===== src/fsap_map.vh =====
// Constants for the flash status register and array protection block
// Behaviour
// - op_in_progress (S0) is 1 while program, erase or status write runs.
// - write_latch (S1) reported; when 0, status write, program, erase refused.
// - region_select S6..S2 written by status write; protected region refuses program/erase.
// - region_select updates only when hardware protection is not in force.
// - Chip erase only if low select bits 000 with invert 0, or 111 with invert 1.
// - With invert_region 1 the complement of the normal region is protected.
// - invert_region at S14, default 0, combined with region_select for decoding.
// - Guard S8:S7: 00 open, 01 pin-locked, 10 lock to power cycle, 11 permanent.
// - Guard value 10 returns to 00 across a power cycle.
// - four_lane_enable S9: 0 keeps protect/pause pins as controls, 1 makes them lanes.
// - Three one-time lock bits S13..S11 default 0, set individually, never cleared.
// - A set lock bit makes its security register refuse program and erase.
// - Suspend sets erase_paused S15 or program_paused S10 by suspended operation.
// - Resume, software reset and power cycle clear both suspend flags.
// - With invert_region 0 the decoded region itself is protected.
// - write_latch cleared by power-up, reset, write disable, accepted program/erase and completed status write.
// - protect_pin_n low with guard 01 and four_lane_enable 0 is hardware protection shielding select and guard bits.
`ifndef FSAP_MAP_VH
`define FSAP_MAP_VH
// Command codes
`define FSAP_CMD_WR_EN 8'h06
`define FSAP_CMD_WRDI 8'h04
`define FSAP_CMD_SR_WRITE 8'h01
`define FSAP_CMD_PROG 8'h02
`define FSAP_CMD_QPP 8'h32
`define FSAP_CMD_SECT 8'h20
`define FSAP_CMD_BE32 8'h52
`define FSAP_CMD_BE64 8'hd8
`define FSAP_CMD_CE1 8'h60
`define FSAP_CMD_CE2 8'hc7
`define FSAP_CMD_SECER 8'h44
`define FSAP_CMD_SECPG 8'h42
`define FSAP_CMD_SUSP 8'h75
`define FSAP_CMD_RESUME 8'h7a
`define FSAP_CMD_RSTEN 8'h66
`define FSAP_CMD_RST 8'h99
// Status bit positions
`define FSAP_BIT_BUSY 0
`define FSAP_BIT_LATCH 1
`define FSAP_BIT_ERS_SUS 15
`define FSAP_BIT_PGM_SUS 10
`define FSAP_BIT_INV 14
`define FSAP_BIT_LANES 9
// Array operation kinds
`define FSAP_OP_PROG 3'h0
`define FSAP_OP_SECT 3'h1
`define FSAP_OP_BE32 3'h2
`define FSAP_OP_BE64 3'h3
`define FSAP_OP_CE 3'h4
`define FSAP_OP_SECER 3'h5
`define FSAP_OP_SECPG 3'h6
// Region sizes in 4KB sectors
`define FSAP_SECTORS 12'h800
`define FSAP_FRAC_BASE 12'h020
`define FSAP_PIECE_MAX 12'h008
// Status write busy time
`define FSAP_CLK_NS 20
`define FSAP_SRW_TIME_NS 5000
`define FSAP_SRW_CYC ((`FSAP_SRW_TIME_NS + `FSAP_CLK_NS - 1) / `FSAP_CLK_NS)
`endif


===== src/fsap_status_protect.v =====
// Status registers, command intake and array protection of a serial flash
`include "fsap_map.vh"

module fsap_status_protect #(
    parameter ADDR_W = 23,
    parameter SRW_CYC = `FSAP_SRW_CYC
) (
    // Clock and power-up reset
    input wire ref_clk,
    input wire rst_n,
    // Serial link pins
    input wire sclk,
    input wire cs_n,
    input wire si,
    input wire protect_pin_n,
    // Array engine
    output reg array_start,
    output reg [2:0] array_kind,
    output reg [ADDR_W-1:0] array_addr,
    output reg array_pause,
    output reg array_resume,
    input wire array_done,
    // Status view
    output reg [7:0] status_low,
    output reg [7:0] status_high,
    output reg pins_as_lanes
);

    // Region decode: 1 when the sector lies in the protected range
    function prot_sector;
        input [4:0] sel;
        input inv;
        input [10:0] sec;
        reg [11:0] n;
        reg hit;
        begin
            n = 12'h000;
            hit = 1'b0;
            if (sel[4] == 1'b0)
                n = `FSAP_FRAC_BASE << (sel[2:0] - 3'h1);
            else if (sel[2])
                n = `FSAP_PIECE_MAX;
            else
                n = 12'h001 << (sel[1:0] - 2'h1);
            if (sel[3])
                hit = {1'b0, sec} < n;
            else
                hit = {1'b0, sec} >= (`FSAP_SECTORS - n);
            if (sel[2:0] == 3'h0)
                hit = 1'b0;
            else if (sel[2:0] == 3'h7)
                hit = 1'b1;
            prot_sector = hit ^ inv;
        end
    endfunction

    // Link synchronisers and edge finders
    reg [1:0] sclk_s;
    reg [1:0] cs_s;
    reg [1:0] si_s;
    reg [1:0] wp_s;
    reg sclk_d;
    reg cs_d;
    always @(posedge ref_clk)
    begin
        if (!rst_n)
        begin
            sclk_s <= 2'h0;
            cs_s <= 2'h3;
            si_s <= 2'h0;
            wp_s <= 2'h3;
            sclk_d <= 1'b0;
            cs_d <= 1'b1;
        end
        else
        begin
            sclk_s <= {sclk_s[0], sclk};
            cs_s <= {cs_s[0], cs_n};
            si_s <= {si_s[0], si};
            wp_s <= {wp_s[0], protect_pin_n};
            sclk_d <= sclk_s[1];
            cs_d <= cs_s[1];
        end
    end
    wire sclk_rise = sclk_s[1] & ~sclk_d & ~cs_s[1];
    wire frame_end = cs_s[1] & ~cs_d;

    // Byte intake
    reg [7:0] shifter;
    reg [2:0] bit_cnt;
    reg [2:0] byte_cnt;
    reg [7:0] opcode;
    reg [7:0] byte1;
    reg [7:0] byte2;
    reg [7:0] byte3;
    wire [7:0] next_shift = {shifter[6:0], si_s[1]};
    always @(posedge ref_clk)
    begin
        if (!rst_n || (cs_s[1] && !frame_end))
        begin
            shifter <= 8'h00;
            bit_cnt <= 3'h0;
            byte_cnt <= 3'h0;
            opcode <= 8'h00;
            byte1 <= 8'h00;
            byte2 <= 8'h00;
            byte3 <= 8'h00;
        end
        else if (sclk_rise)
        begin
            shifter <= next_shift;
            bit_cnt <= bit_cnt + 3'h1;
            if (bit_cnt == 3'h7)
            begin
                case (byte_cnt)
                    3'h0: opcode <= next_shift;
                    3'h1: byte1 <= next_shift;
                    3'h2: byte2 <= next_shift;
                    3'h3: byte3 <= next_shift;
                    default: ;
                endcase
                if (byte_cnt != 3'h7)
                    byte_cnt <= byte_cnt + 3'h1;
            end
        end
    end

    // Status state; non-volatile bits start at defaults and survive rst_n, except guard 10
    reg busy;
    reg write_latch;
    reg [4:0] sel = 5'h00;
    reg [1:0] guard = 2'h0;
    reg four_lane = 1'b0;
    reg [2:0] lock = 3'h0;
    reg inv = 1'b0;
    reg ers_sus;
    reg pgm_sus;
    reg susp_erase;
    reg srw_run;
    reg [15:0] srw_cnt;
    reg rst_armed;

    wire [23:0] cmd_addr = {byte1, byte2, byte3};
    wire [10:0] sec_first = cmd_addr[22:12];
    wire [10:0] blk64_last = {cmd_addr[22:16], 4'hf};
    wire [10:0] blk32_last = {cmd_addr[22:15], 3'h7};
    wire [1:0] sec_idx = cmd_addr[13:12];
    // With four lanes the protect pin is data and no longer locks
    wire hw_prot = guard == 2'h1 && !wp_s[1] && !four_lane;
    wire sr_open = guard == 2'h0 || (guard == 2'h1 && !hw_prot);
    wire sec_locked = sec_idx == 2'h0 || lock[sec_idx - 2'h1];
    wire ce_ok = (sel[2:0] == 3'h0 && !inv) || (sel[2:0] == 3'h7 && inv);
    wire exec = frame_end && bit_cnt == 3'h0 && byte_cnt != 3'h0;
    wire one_byte = exec && byte_cnt == 3'h1;
    wire idle = !busy && !ers_sus && !pgm_sus;

    // Decode a write-class command into an array start
    reg go;
    reg [2:0] kind;
    always @*
    begin
        go = 1'b0;
        kind = `FSAP_OP_PROG;
        case (opcode)
            `FSAP_CMD_PROG, `FSAP_CMD_QPP:
            begin
                kind = `FSAP_OP_PROG;
                go = byte_cnt >= 3'h5 && !prot_sector(sel, inv, sec_first);
            end
            `FSAP_CMD_SECT:
            begin
                kind = `FSAP_OP_SECT;
                go = byte_cnt == 3'h4 && !prot_sector(sel, inv, sec_first);
            end
            `FSAP_CMD_BE32:
            begin
                kind = `FSAP_OP_BE32;
                go = byte_cnt == 3'h4 && !prot_sector(sel, inv, sec_first)
                    && !prot_sector(sel, inv, blk32_last);
            end
            `FSAP_CMD_BE64:
            begin
                kind = `FSAP_OP_BE64;
                go = byte_cnt == 3'h4 && !prot_sector(sel, inv, sec_first)
                    && !prot_sector(sel, inv, blk64_last);
            end
            `FSAP_CMD_CE1, `FSAP_CMD_CE2:
            begin
                kind = `FSAP_OP_CE;
                go = byte_cnt == 3'h1 && ce_ok;
            end
            `FSAP_CMD_SECER:
            begin
                kind = `FSAP_OP_SECER;
                go = byte_cnt == 3'h4 && !sec_locked;
            end
            `FSAP_CMD_SECPG:
            begin
                kind = `FSAP_OP_SECPG;
                go = byte_cnt >= 3'h5 && !sec_locked;
            end
            default: ;
        endcase
        go = go && write_latch && idle && exec;
    end

    wire srw_go = exec && opcode == `FSAP_CMD_SR_WRITE && write_latch && idle && sr_open
        && (byte_cnt == 3'h2 || byte_cnt == 3'h3);

    always @(posedge ref_clk)
    begin
        if (!rst_n)
        begin
            // Power cycle: volatile bits clear, guard 10 falls back to 00
            busy <= 1'b0;
            write_latch <= 1'b0;
            if (guard == 2'h2)
                guard <= 2'h0;
            ers_sus <= 1'b0;
            pgm_sus <= 1'b0;
            susp_erase <= 1'b0;
            srw_run <= 1'b0;
            srw_cnt <= 16'h0000;
            rst_armed <= 1'b0;
            array_start <= 1'b0;
            array_kind <= `FSAP_OP_PROG;
            array_addr <= {ADDR_W{1'b0}};
            array_pause <= 1'b0;
            array_resume <= 1'b0;
        end
        else
        begin
            array_start <= go;
            array_pause <= 1'b0;
            array_resume <= 1'b0;
            if (exec)
                rst_armed <= opcode == `FSAP_CMD_RSTEN && byte_cnt == 3'h1;
            if (go)
            begin
                busy <= 1'b1;
                write_latch <= 1'b0;
                array_kind <= kind;
                array_addr <= cmd_addr[ADDR_W-1:0];
                susp_erase <= kind != `FSAP_OP_PROG && kind != `FSAP_OP_SECPG;
            end
            if (srw_go)
            begin
                busy <= 1'b1;
                srw_run <= 1'b1;
                srw_cnt <= SRW_CYC[15:0];
                sel <= byte1[6:2];
                guard[0] <= byte1[7];
                if (byte_cnt == 3'h3)
                begin
                    // Read-only positions of the data are ignored
                    guard[1] <= byte2[0];
                    four_lane <= byte2[1];
                    lock <= lock | byte2[5:3];
                    inv <= byte2[6];
                end
            end
            if (srw_run)
            begin
                if (srw_cnt == 16'h0001)
                begin
                    srw_run <= 1'b0;
                    busy <= 1'b0;
                    write_latch <= 1'b0;
                end
                srw_cnt <= srw_cnt - 16'h0001;
            end
            if (array_done && busy && !srw_run)
                busy <= 1'b0;
            if (one_byte && opcode == `FSAP_CMD_WR_EN)
                write_latch <= 1'b1;
            if (one_byte && opcode == `FSAP_CMD_WRDI)
                write_latch <= 1'b0;
            if (one_byte && opcode == `FSAP_CMD_SUSP && busy && !srw_run && !array_done)
            begin
                busy <= 1'b0;
                array_pause <= 1'b1;
                if (susp_erase)
                    ers_sus <= 1'b1;
                else
                    pgm_sus <= 1'b1;
            end
            if (one_byte && opcode == `FSAP_CMD_RESUME && (ers_sus || pgm_sus))
            begin
                busy <= 1'b1;
                array_resume <= 1'b1;
                ers_sus <= 1'b0;
                pgm_sus <= 1'b0;
            end
            if (one_byte && opcode == `FSAP_CMD_RST && rst_armed)
            begin
                write_latch <= 1'b0;
                ers_sus <= 1'b0;
                pgm_sus <= 1'b0;
            end
        end
    end

    // Registered status view
    always @(posedge ref_clk)
    begin
        if (!rst_n)
        begin
            status_low <= 8'h00;
            status_high <= 8'h00;
            pins_as_lanes <= 1'b0;
        end
        else
        begin
            status_low <= {guard[0], sel, write_latch, busy};
            status_high <= {ers_sus, inv, lock, pgm_sus, four_lane, guard[1]};
            pins_as_lanes <= four_lane;
        end
    end

endmodule // fsap_status_protect


===== config.mk =====
export PLATFORM = sky130hd
export DESIGN_NAME = fsap_status_protect
export DESIGN_NICKNAME = d
export VERILOG_FILES = /design/src/fsap_status_protect.v
export VERILOG_INCLUDE_DIRS = /design/src
export SDC_FILE = /design/constraint.sdc
export NUM_CORES = 1
export LEC_CHECK = 0
export ABC_AREA = 0
export BUFFER_PORTS_ARGS = -buffer_cell sky130_fd_sc_hd__buf_2
export CAP_MARGIN = 40
export CORE_MARGIN = 1.5
export CORE_UTILIZATION = 60
export DETAILED_ROUTE_END_ITERATION = 8
export GPL_TIMING_DRIVEN = 0
export PLACE_DENSITY = 0.78
export SKIP_CTS_REPAIR_TIMING = 1
export SLEW_MARGIN = 15
export SYNTH_ARGS = -nofsm -noshare
export SYNTH_HDL_FRONTEND = slang
export SYNTH_SLANG_ARGS = --single-unit

===== constraint.sdc =====
create_clock -name ref_clk -period 7.3 [get_ports ref_clk]
set_clock_uncertainty 0.15 [all_clocks]
set_input_delay 0.365 -clock ref_clk [delete_from_list [all_inputs] [get_ports ref_clk]]
set_output_delay 0.365 -clock ref_clk [all_outputs]
set_load 0.005 [all_outputs]

; After elaboration in Yosys (flattened, before gate mapping)
; Index checks and enable logic that the tools add are counted.
[op_classes]
addsub = 10
magnitude_cmp = 14
n_eq_ne = 29
n_shift = 2
muxes = 56
bitwise = 15
n_reduce_logical = 90
[op_table]
columns = operator, n
row1 = >= comparator 11 x 12 -> 1 bit, 6
row2 = < comparator 11 x 12 -> 1 bit, 6
row3 = two-way mux 12 bit, 6
row4 = == test 8 x 7 -> 1 bit (second input constant), 7
row5 = subtractor 12 bit (first input constant), 4
row6 = logical AND 1 bit, 42
row7 = two-way mux 1 bit, 42
row8 = two-way mux 16 bit, 2
row9 = == test 8 bit (second input constant), 3
row10 = AND reduction 3 bit, 7
row11 = logical NOT 1 bit, 18
row12 = one-hot mux 3 bit (6 select lines), 1
row13 = == test 16 x 1 -> 1 bit (second input constant), 1
row14 = == test 8 x 3 -> 1 bit (second input constant), 2
row15 = == test 8 x 6 -> 1 bit (second input constant), 2
row16 = subtractor 16 x 1 -> 16 bit (second input constant), 1
row17 = << shifter 1 x 2 -> 12 bit (first input constant), 1
row18 = << shifter 6 x 3 -> 12 bit (first input constant), 1
row19 = == test 3 bit (second input constant), 3
row20 = logical NOT 3 bit, 3
row21 = == test 8 x 1 -> 1 bit (second input constant), 1
row22 = == test 8 x 2 -> 1 bit (second input constant), 1
row23 = AND reduction 2 bit, 4
row24 = one-hot mux 1 bit (7 select lines), 1
row25 = 23 further kinds, 51
[word_totals]
register_bits = 136
input_bits = 7
output_inout_bits = 46
word_cells = 251

; Depth between registers and ports, before layout
[depth]
word_depth = 26
depth_mapped = 22
depth_no_buf = 19

; Least setup slack after synthesis
; Ideal clock, no wire load.
[synth_timing]
path_kind = reg-to-reg
startpoint = reg sel[1]
endpoint = reg array_addr[10]
setup_time_ns = 0.072
arrival_ns = 4.274
required_ns = 7.078
path_slack_ns = 2.804
path_stages_with_launch = 23
n_path_buf = 3
period_less_slack_ns = 4.496
cell_sequence = edfxtp_1 buf_6 clkbuf_1 nor2b_1 nand2_1 ha_1 nand2_1 nor3b_1 and2_1 nor2_1 mux2i_1 o21ai_0 ha_1 a21oi_1 a21boi_0 mux2_4 or2_1 o32ai_4 mux2i_1 a21oi_2 nor3_4 buf_6 mux2i_1
[synth_between]
elab_chain_cells = 19
word_cells_on_any_way = 78
cone_classes = add/sub: 6 / order compare: 12 / eq/ne: 1 / shift: 2 / mux: 31 / bitwise: 6 / reduce/logical: 20
[synth_lines]
columns = item, line_no
row1 = "start, declared", fsap_status_protect.v:131  ; reg [4:0] sel = 5'h00;
row2 = "start signal, assigned", fsap_status_protect.v:251  ; sel <= byte1[6:2];
row3 = branches (longest 15 deep; another with subtractor 12 bit), --
row4 = one-hot mux 1 bit (7 select lines) *, fsap_status_protect.v:164  ; case (opcode)
row5 = logical AND 1 bit * (3 in series), fsap_status_protect.v:204  ; go = go && write_latch && idle && exec;
row6 = "end signal, assigned", fsap_status_protect.v:227  ; array_addr <= {ADDR_W{1'b0}};
row7 = "end signal, assigned", fsap_status_protect.v:243  ; array_addr <= cmd_addr[ADDR_W-1:0];
row8 = "end, declared", fsap_status_protect.v:19  ; output reg [ADDR_W-1:0] array_addr,
; Mark *: on every way between the ends. The select of a mux whose other input is x is not followed.
; A chain may end at the register's enable or synchronous reset.

; Final worst setup path
[layout_timing]
startpoint = reg sel[4]
endpoint = reg array_addr[18]
[layout_between]
elab_chain_cells = 16
word_cells_on_any_way = 67
cone_classes = add/sub: 4 / order compare: 12 / mux: 30 / bitwise: 6 / reduce/logical: 15
[layout_lines]
columns = item, line_no
row1 = two-way mux 12 bit *, fsap_status_protect.v:39  ; if (sel[4] == 1'b0)
row2 = two-way mux 12 bit, fsap_status_protect.v:164
row3 = subtractor 12 bit (no source line), --
row4 = >= comparator 11 x 12 -> 1 bit, fsap_status_protect.v:48  ; hit = {1'b0, sec} >= (`FSAP_SECTORS - n);
row5 = two-way mux 1 bit, fsap_status_protect.v:45  ; if (sel[3])
row6 = two-way mux 1 bit, fsap_status_protect.v:51  ; else if (sel[2:0] == 3'h7)
row7 = two-way mux 1 bit, fsap_status_protect.v:49  ; if (sel[2:0] == 3'h0)
row8 = two-way mux 1 bit, fsap_status_protect.v:164
row9 = bitwise XOR 1 bit, fsap_status_protect.v:53  ; prot_sector = hit ^ inv;
row10 = logical NOT 1 bit (on tied branches), "fsap_status_protect.v:184, fsap_status_protect.v:178"
row11 = logical AND 1 bit (on tied branches), "fsap_status_protect.v:184, fsap_status_protect.v:178"
row12 = logical AND 1 bit (on tied branches), "fsap_status_protect.v:185, fsap_status_protect.v:179"
row13 = one-hot mux 1 bit (7 select lines) *, fsap_status_protect.v:164
row14 = logical AND 1 bit * (3 in series), fsap_status_protect.v:204
; Every way passes the cells marked *; elsewhere a longest branch is shown, timed or not. The select of a mux whose other input is x is not followed.

==> implementation parameters <==
Parameter                              Value

Logic synthesis
  Post-synth top cells    sky130_fd_sc_hd__dfxtp_1 (123), sky130_fd_sc_hd__nand2_1 (111), sky130_fd_sc_hd__nor2_1 (72)
  Number of enable flip-flop cells after synthesis    12
  Main flop type after synthesis    sky130_fd_sc_hd__dfxtp_1
  Most frequent cell after synthesis    sky130_fd_sc_hd__dfxtp_1
  Part of the Yosys area used for sequential elements    0.417
  Top post-synthesis cells by area    sky130_fd_sc_hd__dfxtp_1 (36%), sky130_fd_sc_hd__mux2i_1 (9.0%), sky130_fd_sc_hd__ha_1 (7.6%), sky130_fd_sc_hd__nand2_1 (6.1%), sky130_fd_sc_hd__edfxtp_1 (5.3%)
  Mux cell area share after synthesis    0.0940
  Leading area contributor after synthesis    sky130_fd_sc_hd__dfxtp_1
  Number of standard cells after synthesis    751
  Fraction of post-synthesis cell area in the top cell type by area    0.363
  Count of unique library cells instantiated by Yosys    76
  Parity-gate share of the synthesized area counting xor and xnor cells    0.0103
  Netlist area before placement    0.00678 sq mm
  Number of synthesis warnings    0
  Seq cells post-synth    135
  Synthesized Nets    799
  Synthesized-area fraction occupied by ao, oa, aoi and oai cells    0.114
  Post-synthesis area per instance    9.02 sq um
  Largest family of logic cells by synthesized area    simple AND/OR/NAND/NOR gates
  Simple-Gate Fraction of Synth Area    0.251
  Synth Area in Adders    0.0757
  Share of synthesized flip-flops with an asynchronous set or reset    0

Cells and area
  Antenna diodes    0
  Share of layout cells above drive strength 1    0.142
  Total Nets Final    873
  Fill cells    833
  Layout overhead on the synthesized area    14.8%
  Final Non-Filler Cells    978

Place
  Placer congestion estimate    0.920
  Detailed Place HPWL    12100 um
  Count of buffers inserted at the top-level ports    52
  Setup slack at placement    1.86 ns
  # placed instances    944

Route
  Number of design-rule violations left by the first detailed-router iteration    360
  Total DRC errors in the routed layout    0
  Post-route antenna net violation count    0
  Post-Route WL    16300 um
  First-pass iteration count of the detailed router    7
  Routed WL per cell    16.6 um
  Vias    5602
  Detail-routed via count per cell    5.73

Timing
  Final setup violating endpoints    0
  Setup_tns    0 ns
  Final critical path time including I/O delays and setup    5.55 ns
  Count of final max-slew check failures    0
  Achievable frequency    180 MHz
  RSZ-0062 raised after global routing    no
  Hold Worst Slack    0.0135 ns
  Fin crit share    0.760
  Worst slew pin tran    0.769 ns
  Max_slew headroom    0.483
  Final Hold Viols    0
  Worst Setup Slack, final    1.75 ns

Critical path
  Reg-to-reg critical path endpoint    array_addr[18]
  Data arrival time at the worst-slack endpoint    5.73 ns
  Reg2reg path depth    21
  Highest-delay cell along the critical path    sky130_fd_sc_hd__edfxtp_1
  Crit Path Class    flop to flop
  Library cell appearing most often on the critical path    sky130_fd_sc_hd__mux2i_1
  Crit-path cells    buf_4 -> and2b_1 -> nand2_1 -> ha_1 -> nand2_1 -> nor3b_1 -> and2_1 -> nor2_1 -> mux2i_1 -> o21ai_0 -> ha_1 -> a21oi_1 -> a21boi_0 -> mux2_4 -> or2_1 -> o32ai_4 -> mux2i_1 -> a21oi_2 -> nor3_4 -> buf_6 -> mux2i_1
  Largest driver fanout on the critical path    10
  Flop2flop setup slack    1.75 ns
  Critical Path Start Type    flop
  Element type at the critical path end    flop
  Largest stage delay, worst path    0.54 ns
  Data required time of the critical path    7.49 ns
  Critical R2R Launch    sel[4]

Global route
  Final global-route overflow total    0
  Total global routing track utilization    0.285
  Via count of the first global-routing pass    5339
  Maximum number of pins on one net before global-route repair    17
  Initial antenna violation count    0
  First-pass GRT wire length    25800 um

Clock tree
  Sinks on the clock net    135
  Clock Tree Buf Depth    2
  H-tree Lvls    4
  Number of buffers inserted during clock tree synthesis    17
  Clk Latency, worst-skew pair    0.42 ns
  Clock tree root buffer cell    sky130_fd_sc_hd__clkbuf_16
  Clock transition time at the flip-flop clock pins of the worst setup and hold paths    0.06 ns
  Clock tree from TritonCTS    built

Min path
  Path type of the worst min-delay path    primary input to flop
  Worst hold start    si
  Number of cells on the worst hold path    2
  Destination of the worst hold path    si_s[0]

Die
  Total die area    0.0119 sq mm
  FP Rows    38
  I/O pin total    53
  Horiz. Die Dim    109 um
  Area of the placeable core    0.0109 sq mm
  Initial Utilization    0.620
  Floorplan die height    109 um

Pwr
  Power density over cell area    199 mW/mm^2
  Design Power    0.00155 W
  Peak supply drop    0.250 mV
  Leakage Power    3.24 nW

Run
  Number of maximum-capacitance constraint violations    0

Status
  Status    finished clean
==> critical path: cells and delay by family, from the launching register on <==
kind,cells,cell delay (ns)
compound gates,5,0.91
fa+ha+maj,2,0.60
buf+inv,2,0.50
flops,1,0.54
mux,4,0.96
simple gates,8,1.80
==> area by class of cell <==
class	instances	area [sq um]	share of cell area
timing repair buffer	55	292	0.0375
tap	140	175	0.0225
sequential	135	2820	0.363
clock buffer	20	437	0.0561
buffer	35	168	0.0216
multi-input combinational	557	3690	0.475
inverter	24	95.1	0.0122
clock inverter	12	97.6	0.0125
==> registers in the layout (all words and copies together) (netlist names), 2 cells and up <==
signal,count
array_kind,3
bit_cnt,3
byte1,8
status_high,8
byte3,8
status_low,8
array_addr,23
cs_s,2
si_s,2
lock,3
opcode,8
shifter,7
sclk_s,2
byte2,8
sel,5
guard,2
srw_cnt,16
wp_s,2
byte_cnt,3
==> metal layers <==
layer	vias to the layer above	track usage	share of wire
met5	-	0	0
met3	21	0.0658	0.055
li1	2785	-	-
met1	2640	0.354	0.44
met2	156	0.485	0.49
met4	0	0.100	0.016
==> cell families (layout without fill, tap and decap cells) <==
kind of cell / count (synthesis) / after routing
AND/OR/NAND/NOR: 337 / 337
flip-flops: 135 / 135
AO/OA/AOI/OAI: 108 / 108
multiplexers: 63 / 63
buffers and inverters: 59 / 146
adder cells (fa/ha/maj): 41 / 41
XOR/XNOR: 8 / 8
==> placed cells by master (no fill, tap or decap), drive strengths merged, types with 3 or more instances in the layout <==
cell type	instances
dfxtp	123
and3	3
o21bai	3
or4	4
a21o	7
a311oi	3
nand2	111
nor3b	5
o31ai	3
o21ai	7
o311ai	4
clkbuf	45
xnor2	6
a211oi	6
a211o	3
nor4	10
mux2i	61
nand2b	15
nor2	73
a21oi	41
nand3	21
nor2b	13
clkinv	8
or2	14
nand4	6
and2	26
ha	41
inv	27
edfxtp	12
o211ai	5
nor3	15
nand4b	7
or3	5
a31oi	6
buf	62
o41ai	3
==> stage by stage <==
step / util / instance area (sq um)
floorplan: - / 6780
global placement: 0.659 / 7210
detailed placement: 0.661 / 7220
CTS: 0.709 / 7760
global route: 0.711 / 7780
finish: 0.711 / 7780
==> how the worst max path moves through the flow <==
stage            from              to  slack [ns]
5_1_grt        sel[1]  array_addr[20]        1.54
3_3_place_gp   sel[4]  array_addr[14]        2.10
3_5_place_dp   sel[4]  array_addr[18]        1.86
4_1_cts        sel[4]   array_addr[5]        1.83
6_report       sel[4]  array_addr[18]        1.75
2_1_floorplan  sel[1]  array_addr[10]        2.80
==> where the power goes <==
group / internal [W] / switching (W) / total, W
clock network: 0.000439 / 0.000335 / 0.000775
registers: 0.000750 / 0.00000164 / 0.000751
logic: 0.00000723 / 0.0000176 / 0.0000248
Note: power is estimated with default switching activity, not from simulation.
